==> config.mk <==
export PLATFORM = sky130hd
export DESIGN_NAME = gpci_port
export DESIGN_NICKNAME = d
export VERILOG_FILES = /design/src/verilog/gpci_pkg.sv /design/src/verilog/gpci_port.sv
export SDC_FILE = /design/constraint.sdc
export NUM_CORES = 1
export LEC_CHECK = 0
export ABC_AREA = 1
export BUFFER_PORTS_ARGS = -buffer_cell sky130_fd_sc_hd__buf_2
export CAP_MARGIN = 20
export CORE_UTILIZATION = 50
export CTS_BUF_LIST = sky130_fd_sc_hd__clkbuf_4
export CTS_CLUSTER_SIZE = 12
export DETAILED_ROUTE_END_ITERATION = 7
export PLACE_DENSITY = 0.7
export SYNTH_ARGS = -nofsm -noshare
export SYNTH_HDL_FRONTEND = slang
export SYNTH_SLANG_ARGS = --single-unit
==> constraint.sdc <==
create_clock -name clk_in -period 3.1 [get_ports clk_in]
set_input_delay 0.155 -clock clk_in [delete_from_list [all_inputs] [get_ports clk_in]]
set_output_delay 0.155 -clock clk_in [all_outputs]
set_load 0.02 [all_outputs]
==> src/verilog/gpci_pkg.sv <==
// package: register map and reset values for the change-interrupt port
`default_nettype none
package gpci_pkg;
  localparam int REG_ADDR_WIDTH = 8;
  localparam int PORT_WIDTH = 8;
  // register offsets
  localparam logic [7:0] ADDR_CHANGE_IRQ_ENABLE = 8'h02;
  localparam logic [7:0] ADDR_COMPARE_DEFAULT = 8'h03;
  localparam logic [7:0] ADDR_COMPARE_SELECT = 8'h04;
  localparam logic [7:0] ADDR_DEVICE_CONFIG = 8'h05;
  localparam logic [7:0] ADDR_PULLUP_ENABLE = 8'h06;
  localparam logic [7:0] ADDR_INTERRUPT_FLAGS = 8'h07;
  localparam logic [7:0] ADDR_INTERRUPT_CAPTURE = 8'h08;
  localparam logic [7:0] ADDR_PORT_VALUE = 8'h09;
  localparam logic [7:0] ADDR_OUTPUT_LATCH = 8'h0A;
  // device_config field positions
  localparam int CFG_OPEN_DRAIN_BIT = 2;
  localparam int CFG_POLARITY_BIT = 1;
  localparam logic [7:0] CFG_WRITE_MASK = 8'h3E;
  // reset values
  localparam logic [7:0] RESET_BYTE = 8'h00;
endpackage
`default_nettype wire

==> src/verilog/gpci_port.sv <==
// module: eight-bit port with pull-ups, output latch and change interrupt
`timescale 1ns/1ps
`default_nettype none

module gpci_port (
  // clock and reset
  input wire logic clk_in,
  input wire logic reset_n_in,
  // register access
  input wire logic reg_write_in,
  input wire logic reg_read_in,
  input wire logic [7:0] reg_addr_in,
  input wire logic [7:0] reg_wdata_in,
  output logic [7:0] reg_rdata_out,
  // port pins
  input wire logic [7:0] port_level_bits_in,
  input wire logic [7:0] pin_is_input_in,
  output logic [7:0] latch_bits_out,
  output logic [7:0] weak_hold_high_bits_out,
  // interrupt pin
  output logic irq_pin_out,
  output logic irq_pin_oe_out
);

  // ==========================================================
  // register decode
  logic wr_pullup, wr_enable, wr_default, wr_select, wr_config;
  logic wr_port, wr_latch, qual_read;
  always_comb begin
    wr_enable = reg_write_in &&
        reg_addr_in == gpci_pkg::ADDR_CHANGE_IRQ_ENABLE;
    wr_default = reg_write_in &&
        reg_addr_in == gpci_pkg::ADDR_COMPARE_DEFAULT;
    wr_select = reg_write_in &&
        reg_addr_in == gpci_pkg::ADDR_COMPARE_SELECT;
    wr_config = reg_write_in &&
        reg_addr_in == gpci_pkg::ADDR_DEVICE_CONFIG;
    wr_pullup = reg_write_in &&
        reg_addr_in == gpci_pkg::ADDR_PULLUP_ENABLE;
    wr_port = reg_write_in && reg_addr_in == gpci_pkg::ADDR_PORT_VALUE;
    wr_latch = reg_write_in &&
        reg_addr_in == gpci_pkg::ADDR_OUTPUT_LATCH;
    qual_read = reg_read_in &&
        (reg_addr_in == gpci_pkg::ADDR_INTERRUPT_CAPTURE ||
         reg_addr_in == gpci_pkg::ADDR_PORT_VALUE);
  end

  // ==========================================================
  // configuration registers
  logic [7:0] change_irq_enable, compare_default, compare_select;
  logic [7:0] device_config, pullup_enable, output_latch;
  logic [7:0] next_change_irq_enable, next_compare_default;
  logic [7:0] next_compare_select, next_device_config;
  logic [7:0] next_pullup_enable, next_output_latch;
  always_comb begin
    next_change_irq_enable = wr_enable ? reg_wdata_in : change_irq_enable;
    next_compare_default = wr_default ? reg_wdata_in : compare_default;
    next_compare_select = wr_select ? reg_wdata_in : compare_select;
    next_device_config = wr_config ?
        (reg_wdata_in & gpci_pkg::CFG_WRITE_MASK) : device_config;
    next_pullup_enable = wr_pullup ? reg_wdata_in : pullup_enable;
    next_output_latch = output_latch;
    if (wr_port || wr_latch) begin
      next_output_latch = reg_wdata_in;
    end
  end
  always_ff @(posedge clk_in or negedge reset_n_in) begin
    if (!reset_n_in) begin
      change_irq_enable <= gpci_pkg::RESET_BYTE;
      compare_default <= gpci_pkg::RESET_BYTE;
      compare_select <= gpci_pkg::RESET_BYTE;
      device_config <= gpci_pkg::RESET_BYTE;
      pullup_enable <= gpci_pkg::RESET_BYTE;
      output_latch <= gpci_pkg::RESET_BYTE;
    end else begin
      change_irq_enable <= next_change_irq_enable;
      compare_default <= next_compare_default;
      compare_select <= next_compare_select;
      device_config <= next_device_config;
      pullup_enable <= next_pullup_enable;
      output_latch <= next_output_latch;
    end
  end

  // ==========================================================
  // interrupt-on-change core
  logic [7:0] reference, interrupt_flags, interrupt_capture;
  logic [7:0] next_reference, next_interrupt_flags;
  logic [7:0] next_interrupt_capture;
  logic pending, next_pending;
  logic [7:0] cond, armed, prev_hits, mismatch, follow_pin;
  // per-pin compare and reference tracking
  for (genvar i = 0; i < gpci_pkg::PORT_WIDTH; i++) begin : g_pin
    assign mismatch[i] = compare_select[i] ?
        (port_level_bits_in[i] != compare_default[i]) :
        (port_level_bits_in[i] != reference[i]);
    assign follow_pin[i] = !(change_irq_enable[i] && pin_is_input_in[i]) ||
        (!compare_select[i] && !mismatch[i]);
  end
  always_comb begin
    armed = change_irq_enable & pin_is_input_in;
    cond = mismatch & armed;
    prev_hits = cond & ~compare_select;
    next_reference = (reference & ~follow_pin) |
        (port_level_bits_in & follow_pin);
    next_interrupt_flags = interrupt_flags;
    next_interrupt_capture = interrupt_capture;
    next_pending = pending;
    if (qual_read) begin
      next_pending = 1'b0;
      next_interrupt_flags = 8'h00;
    end
    if (cond != 8'h00) begin
      next_interrupt_flags = next_interrupt_flags | cond;
      next_reference = next_reference ^ prev_hits;
      if (!pending || qual_read) begin
        next_pending = 1'b1;
        next_interrupt_capture = port_level_bits_in;
      end
    end
  end
  always_ff @(posedge clk_in or negedge reset_n_in) begin
    if (!reset_n_in) begin
      reference <= gpci_pkg::RESET_BYTE;
      interrupt_flags <= gpci_pkg::RESET_BYTE;
      interrupt_capture <= gpci_pkg::RESET_BYTE;
      pending <= 1'b0;
    end else begin
      reference <= next_reference;
      interrupt_flags <= next_interrupt_flags;
      interrupt_capture <= next_interrupt_capture;
      pending <= next_pending;
    end
  end

  // ==========================================================
  // outputs
  logic [7:0] next_rdata, next_hold_high;
  logic next_irq, next_irq_oe;
  always_comb begin
    unique case (reg_addr_in)
      gpci_pkg::ADDR_CHANGE_IRQ_ENABLE: next_rdata = change_irq_enable;
      gpci_pkg::ADDR_COMPARE_DEFAULT: next_rdata = compare_default;
      gpci_pkg::ADDR_COMPARE_SELECT: next_rdata = compare_select;
      gpci_pkg::ADDR_DEVICE_CONFIG: next_rdata = device_config;
      gpci_pkg::ADDR_PULLUP_ENABLE: next_rdata = pullup_enable;
      gpci_pkg::ADDR_INTERRUPT_FLAGS: next_rdata = interrupt_flags;
      gpci_pkg::ADDR_INTERRUPT_CAPTURE: next_rdata = interrupt_capture;
      gpci_pkg::ADDR_PORT_VALUE: next_rdata = port_level_bits_in;
      gpci_pkg::ADDR_OUTPUT_LATCH: next_rdata = output_latch;
      default: next_rdata = 8'h00;
    endcase
    if (!reg_read_in) begin
      next_rdata = reg_rdata_out;
    end
    next_hold_high = pullup_enable & pin_is_input_in;
    if (device_config[gpci_pkg::CFG_OPEN_DRAIN_BIT]) begin
      next_irq = 1'b0;
      next_irq_oe = next_pending;
    end else begin
      next_irq = next_pending ~^
          device_config[gpci_pkg::CFG_POLARITY_BIT];
      next_irq_oe = 1'b1;
    end
  end
  always_ff @(posedge clk_in or negedge reset_n_in) begin
    if (!reset_n_in) begin
      reg_rdata_out <= 8'h00;
      latch_bits_out <= 8'h00;
      weak_hold_high_bits_out <= 8'h00;
      irq_pin_out <= 1'b1;
      irq_pin_oe_out <= 1'b1;
    end else begin
      reg_rdata_out <= next_rdata;
      latch_bits_out <= next_output_latch;
      weak_hold_high_bits_out <= next_hold_high;
      irq_pin_out <= next_irq;
      irq_pin_oe_out <= next_irq_oe;
    end
  end

  // ==========================================================
  // assertions and cover points
  a_flags_write_ignored: assert property (@(posedge clk_in)
    disable iff (!reset_n_in)
    (reg_write_in && reg_addr_in == gpci_pkg::ADDR_INTERRUPT_FLAGS &&
     !qual_read && cond == 8'h00) |=> $stable(interrupt_flags))
    else $error("flag register changed by write");
  a_capture_only_raise: assert property (@(posedge clk_in)
    disable iff (!reset_n_in)
    !$stable(interrupt_capture) |-> $rose(pending) ||
      (pending && $past(qual_read)))
    else $error("capture loaded without interrupt");
  a_capture_held: assert property (@(posedge clk_in)
    disable iff (!reset_n_in)
    (pending && !qual_read) |=> $stable(interrupt_capture))
    else $error("capture changed while pending");
  a_pending_held: assert property (@(posedge clk_in)
    disable iff (!reset_n_in)
    (pending && !qual_read) |=> pending)
    else $error("interrupt dropped without read");
  a_read_clears: assert property (@(posedge clk_in)
    disable iff (!reset_n_in)
    (qual_read && cond == 8'h00) |=> !pending)
    else $error("qualifying read did not clear");
  a_output_pins_quiet: assert property (@(posedge clk_in)
    disable iff (!reset_n_in)
    (!pending && (change_irq_enable & pin_is_input_in) == 8'h00)
      |=> !pending)
    else $error("interrupt from disabled pins");
  a_latch_write: assert property (@(posedge clk_in)
    disable iff (!reset_n_in)
    wr_port |=> latch_bits_out == $past(reg_wdata_in))
    else $error("port write missed latch");
  a_pullup_inputs: assert property (@(posedge clk_in)
    disable iff (!reset_n_in)
    ##1 (weak_hold_high_bits_out & ~$past(pin_is_input_in)) == 8'h00)
    else $error("pull-up on output pin");
  a_pushpull_level: assert property (@(posedge clk_in)
    disable iff (!reset_n_in)
    !device_config[gpci_pkg::CFG_OPEN_DRAIN_BIT] && !wr_config
      |=> irq_pin_oe_out &&
      irq_pin_out == (pending ~^ device_config[gpci_pkg::CFG_POLARITY_BIT]))
    else $error("push-pull level wrong");
  c_raise: cover property (@(posedge clk_in) disable iff (!reset_n_in)
    $rose(pending));
  c_second_event: cover property (@(posedge clk_in)
    disable iff (!reset_n_in) pending && cond != 8'h00);
  c_clear: cover property (@(posedge clk_in) disable iff (!reset_n_in)
    $fell(pending));
  c_default_rearm: cover property (@(posedge clk_in)
    disable iff (!reset_n_in) qual_read && (cond & compare_select) != 8'h00);
  c_open_drain: cover property (@(posedge clk_in) disable iff (!reset_n_in)
    device_config[gpci_pkg::CFG_OPEN_DRAIN_BIT] && pending);
  a_flags_enabled_only: assert property (@(posedge clk_in)
    disable iff (!reset_n_in)
    ##1 ((interrupt_flags & ~$past(interrupt_flags)) & ~$past(armed))
      == 8'h00)
    else $error("flag set for unarmed pin");
  a_flags_enable_gate: assert property (@(posedge clk_in)
    disable iff (!reset_n_in)
    ##1 ((interrupt_flags & ~$past(interrupt_flags)) &
      ~$past(change_irq_enable)) == 8'h00)
    else $error("flag set for disabled pin");
  a_flags_set_event: assert property (@(posedge clk_in)
    disable iff (!reset_n_in)
    (cond != 8'h00) |=> (interrupt_flags & $past(cond)) == $past(cond))
    else $error("event did not set flag");
  a_capture_kept_later: assert property (@(posedge clk_in)
    disable iff (!reset_n_in)
    (pending && !qual_read && cond != 8'h00) |=>
      $stable(interrupt_capture) && pending)
    else $error("later event reloaded capture");
  a_capture_loads_pins: assert property (@(posedge clk_in)
    disable iff (!reset_n_in)
    (!pending && cond != 8'h00) |=>
      interrupt_capture == $past(port_level_bits_in))
    else $error("capture missed pin levels");
  a_change_raises: assert property (@(posedge clk_in)
    disable iff (!reset_n_in)
    (prev_hits != 8'h00) |=> pending &&
      ((reference ^ $past(port_level_bits_in)) & $past(prev_hits)) == 8'h00)
    else $error("change did not raise or update reference");
  a_default_persists: assert property (@(posedge clk_in)
    disable iff (!reset_n_in)
    (qual_read && (cond & compare_select) != 8'h00) |=>
      pending && interrupt_flags != 8'h00)
    else $error("default mismatch lost on read");
  a_read_clears_flags: assert property (@(posedge clk_in)
    disable iff (!reset_n_in)
    (qual_read && cond == 8'h00) |=> interrupt_flags == 8'h00)
    else $error("flags kept after clearing read");
  a_opendrain_level: assert property (@(posedge clk_in)
    disable iff (!reset_n_in)
    (device_config[gpci_pkg::CFG_OPEN_DRAIN_BIT] && !wr_config) |=>
      !irq_pin_out && irq_pin_oe_out == pending)
    else $error("open-drain level wrong");
  a_port_read_pins: assert property (@(posedge clk_in)
    disable iff (!reset_n_in)
    (reg_read_in && reg_addr_in == gpci_pkg::ADDR_PORT_VALUE) |=>
      reg_rdata_out == $past(port_level_bits_in))
    else $error("port read not pin levels");
  a_latch_readback: assert property (@(posedge clk_in)
    disable iff (!reset_n_in)
    (reg_read_in && reg_addr_in == gpci_pkg::ADDR_OUTPUT_LATCH) |=>
      reg_rdata_out == $past(output_latch))
    else $error("latch read not latch contents");
  a_capture_readback: assert property (@(posedge clk_in)
    disable iff (!reset_n_in)
    (reg_read_in && reg_addr_in == gpci_pkg::ADDR_INTERRUPT_CAPTURE) |=>
      reg_rdata_out == $past(interrupt_capture))
    else $error("capture read wrong");

endmodule
`default_nettype wire

### Word level (Yosys, flattened, before mapping)

Index checks and enable logic that the tools add are counted.

* mux-type cells: 17
* bitwise operators: 12
* reductions and logical operators: 62
* eq/ne operators: 25

Operator list (count)
* 8-bit case mux with 9 select lines: 1
* 8-bit AND: 6
* 8-bit by 3-bit equality test with 1-bit output, second input constant: 4
* 1-bit zero test: 25
* 8-bit by 4-bit equality test with 1-bit output, second input constant: 3
* 1-bit logical AND: 24
* 8-bit two-way mux: 3
* 8-bit by 2-bit equality test with 1-bit output, second input constant: 2
* 1-bit inequality test: 16
* 8-bit inverter: 2
* 8-bit OR: 2
* 1-bit two-way mux: 13
* 1-bit logical OR: 11
* 8-bit nonzero test: 1
* 8-bit bitwise XOR: 1
* 2-bit AND reduction: 1
* 1-bit XNOR: 1

* word-level logic and storage cells: 130
* bits in registers: 88
* output and inout bits: 26

### Logic depth before layout (Yosys ltp)

* depth in word-level cells: 10
* depth in mapped cells: 13
* depth with buffers taken out: 12

### Least setup slack after synthesis

No wires, ideal clock.

* kind: register to register
* from: register compare_select[4]
* to: register interrupt_capture[6]
* setup slack: 1.677 ns
* data required time: 3.024 ns
* data arrival time: 1.347 ns
* cell stages (with the launch flop): 13
* path through: dfrtp_1 > inv_1 > nand2_1 > nand2_1 > nand2_1 > nand3b_1 > nand2_1 > nor2_2 > nand2_1 > nand2_2 > buf_6 > nand2_1 > o21ai_1

* word-level cells in the longest chain between the ends: 4

RTL lines
* start: declaration: line gpci_port.sv:50 `logic [7:0] change_irq_enable, compare_default, compare_select;`
* start signal: assignment: line gpci_port.sv:71 `compare_select <= gpci_pkg::RESET_BYTE;`
* start signal: assignment: line gpci_port.sv:78 `compare_select <= next_compare_select;`
* 1-bit two-way mux: line gpci_port.sv:94 `assign mismatch[i] = compare_select[i] ?`
* 8-bit AND: line gpci_port.sv:102 `cond = mismatch & armed;`
* 8-bit nonzero test: line gpci_port.sv:113 `if (cond != 8'h00) begin`
* 2-bit AND reduction (no line)
* end signal: assignment: line gpci_port.sv:126 `interrupt_capture <= gpci_pkg::RESET_BYTE;`
* end signal: assignment: line gpci_port.sv:131 `interrupt_capture <= next_interrupt_capture;`
* end: declaration: line gpci_port.sv:87 `logic [7:0] reference, interrupt_flags, interrupt_capture;`

No other way between the ends.
A chain may end at the register's enable or synchronous reset.

### Final worst setup path

* from: register compare_select[5]
* to: register interrupt_capture[7]

The elaborated chain is that of the path after synthesis.

==> metrics <==
via count=3992; Starting Density=51.6%; # DRC=0; GR Util All Layers=26.9%; Core Area=8720 um^2; # diodes=0; CTS Sinks=88; first-pass GRT wire length=19500 um; Synth Area in Simple Gates=31.5%; max frequency=519 MHz; Skew-Pair Late Insertion Delay=0.46 ns; syn nets=600; peak supply drop=0.273 mV; post-CTS setup buffer count=0; sequential area share after synthesis=49.0%; Die W=96.9 um; worst-margin pin slew=0.622 ns; final hold vios=0; initial antenna violation count=0; clk slew on worst S/H paths=0.15 ns; multiplexer share of the synthesized area=0%; most frequent CP cell=nand2_1; P&R area growth vs syn=14.1%; max_cap viols=0; Worst Setup End Kind=flip-flop; FFs w/ async S/R, synth=100%; post-synth top area cell=dfrtp_1; Max-slew headroom=58.5%; power density over the cells=473 nW/um^2; CTS root buf=clkbuf_4; Layout Nets=674; vias in the first global route=3823; unrepaired setup endpoints after global routing=false; Largest stage delay, worst path=0.45 ns; post-detail-place hpwl=8610 um; Die Area=9380 um^2; Synth Flop Type=dfrtp_1; Clock Skews=0.0209 ns; leak pwr=0.00281 uW; top cells by area, synth=dfrtp_1, nand2_1, nand3_1, inv_1, o21ai_0; WL/cell=15.9 um; Max Buffers Root-to-Sink=2; GRT overflow=0; Synth Area in Adders=0%; Synth Area in XOR/XNOR=1.56%; largest net degree at the start of global routing=47; Avg Cell Area, Syn=7.98 um^2; Hold WS=0.0157 ns; number of flops mapped to enable cells by yosys=0; area of the multi-input gates=1970 um^2; Seq. cell area=2200 um^2; status=completed; arrival time worst endpoint=2.30 ns; site row count=34; H-tree depth=3; synth warn=0; CTS tree=done; Worst Path Required=3.47 ns; Netlist cell types=30; share of layout cells above drive strength 1=20.5%; compound-gate portion of the synthesized area=10.6%; Avg Vias per Cell=5.32; Num CTS Buffers=9; Post-Synthesis Cell Area=4500 um^2; Top Ports=62; DRT Wirelength=11900 um; Worst Path Max Fanout=16; worst path buffer plus inverter count=1; CP top delay family=simple AND/OR/NAND/NOR gates; Max Slew Vio Count=0; Final Cycle Share=62.2%; CP Class=flip-flop to flip-flop; global placer's final weighted congestion=0.866; Crit-path slowest cell=dfrtp_1; DR iter-0 viols=273; Min-Delay Path Class=input port to flip-flop; number of synthesized register bits=88; Period minus WS final=1.93 ns; Syn Inst Count=564; largest family of logic cells by synthesized area=simple AND/OR/NAND/NOR gates; Die Height=96.9 um; Antenna Nets Post-Route=0; setup TNS=0 ns; CP Launch Type=flip-flop; Filler Cells Inserted=827; Setup-failing EPs final=0; first drt pass iteration count=5; CP cell instances=inv_1, nand2_1, nand2_1, nand2_1, nand3_1, nand2_1, nor2_2, nand2_1, nand2_2, nand2_1, o21ai_2; I/O Buffers=61; area share of the largest cell type after synthesis=47.8%
[cells in the final DEF (no fill, tap or decap), drive strengths merged, types with 2 or more instances in the layout]
| cell | count |
|---|---|
| nand3 | 49 |
| nor3 | 3 |
| clkinv | 4 |
| dlygate4sd3 | 11 |
| xor2 | 6 |
| nand2 | 205 |
| buf | 63 |
| dfrtp | 86 |
| nand3b | 3 |
| nand4 | 4 |
| clkbuf | 9 |
| nor2 | 49 |
| dfstp | 2 |
| xnor2 | 2 |
| o21ai | 76 |
| inv | 63 |
| bufinv | 2 |
| a21oi | 3 |
[power by group]
group	leakage [uW]	internal, uW	switching (uW)
Combinational	0.00156	125	217
Sequential	0.00116	1270	78.1
Clock	0.0000896	330	412
Total	0.00281	1720	707
[worst reg2reg max path: cells and delay by family (launching register included)]
family                 cells  cell delay (ns)
AOI/OAI and AO/OA          1             0.07
buffers and inverters      1             0.11
DFF                        1             0.45
and+or+nand+nor            9             1.23
[path summary, 6_finish.rpt]
kind	start	end	slack, ns	cells past startpoint
worst min register to register	reg_rdata_out[2]	reg_rdata_out[2]	0.49	2
worst max-delay path	compare_select[5]	interrupt_capture[7]	1.17	11
worst min-delay path	reg_read_in	reg_rdata_out[5]	0.02	3
worst max register to register	compare_select[5]	interrupt_capture[7]	1.17	11
min in group asynchronous	reset_n_in	reg_rdata_out[0]	0.24	2
max in group asynchronous	reset_n_in	weak_hold_high_bits_out[1]	2.11	3
[flip-flops by register name, indices dropped and copies added, names as in the netlist]
name / count
reg_rdata_out: 8
interrupt_capture: 8
reference: 8
compare_select: 8
weak_hold_high_bits_out: 8
irq_pin_oe_out: 1
latch_bits_out: 8
irq_pin_out: 1
compare_default: 8
pending: 1
device_config: 5
change_irq_enable: 8
pullup_enable: 8
interrupt_flags: 8
[per-layer routing]
metal	global-route usage, %	wire length (um)
met2	41.3	5440
met3	3.83	749
met5	0	0
met1	38.5	5420
met4	10.6	330
[area by class of cell]
cell class / count / area share [%]
Clock inverter: 7 / 1.83
Timing Repair Buffer: 74 / 8.43
Sequential cell: 88 / 42.9
Inverter: 62 / 4.56
Tap cell: 108 / 2.63
Clock buffer: 9 / 1.32
Multi-Input combinational cell: 403 / 38.3
[synth_stat cells (5+ instances only)]
cell	instances
xor2_1	6
nor2_1	40
o21ai_2	22
o21ai_0	42
o21ai_1	12
nand2_1	197
inv_1	56
inv_2	5
nand3_1	47
dfrtp_1	86
buf_6	6
nor2_4	5
nand2_2	5
[what timing repair did]
| action | CTS | global route |
|---|---|---|
| endpoints found under the hold margin | 52 | 0 |
| resized for setup | 0 | 0 |
| hold buffers | 11 | 0 |
[logic make-up after synthesis]
kind of cell / after synthesis
xor gates and xnor gates: 8
DFF: 88
buffers and inverters: 73
AOI/OAI and AO/OA: 79
and+or+nand+nor: 316
[stage by stage]
step	cells	worst slack (ns)	area, um^2	utilization [%]	power (uW)
final	751	1.17	5130	58.9	2430
after global routing	751	1.06	5130	58.9	2540
after CTS	751	1.21	5130	58.9	2440
after detailed placement	724	1.13	4860	55.8	1690
after global placement	724	1.23	4860	55.8	1680
after floorplan	564	1.68	4500	-	1560
Power figures use the tool's default switching activity.
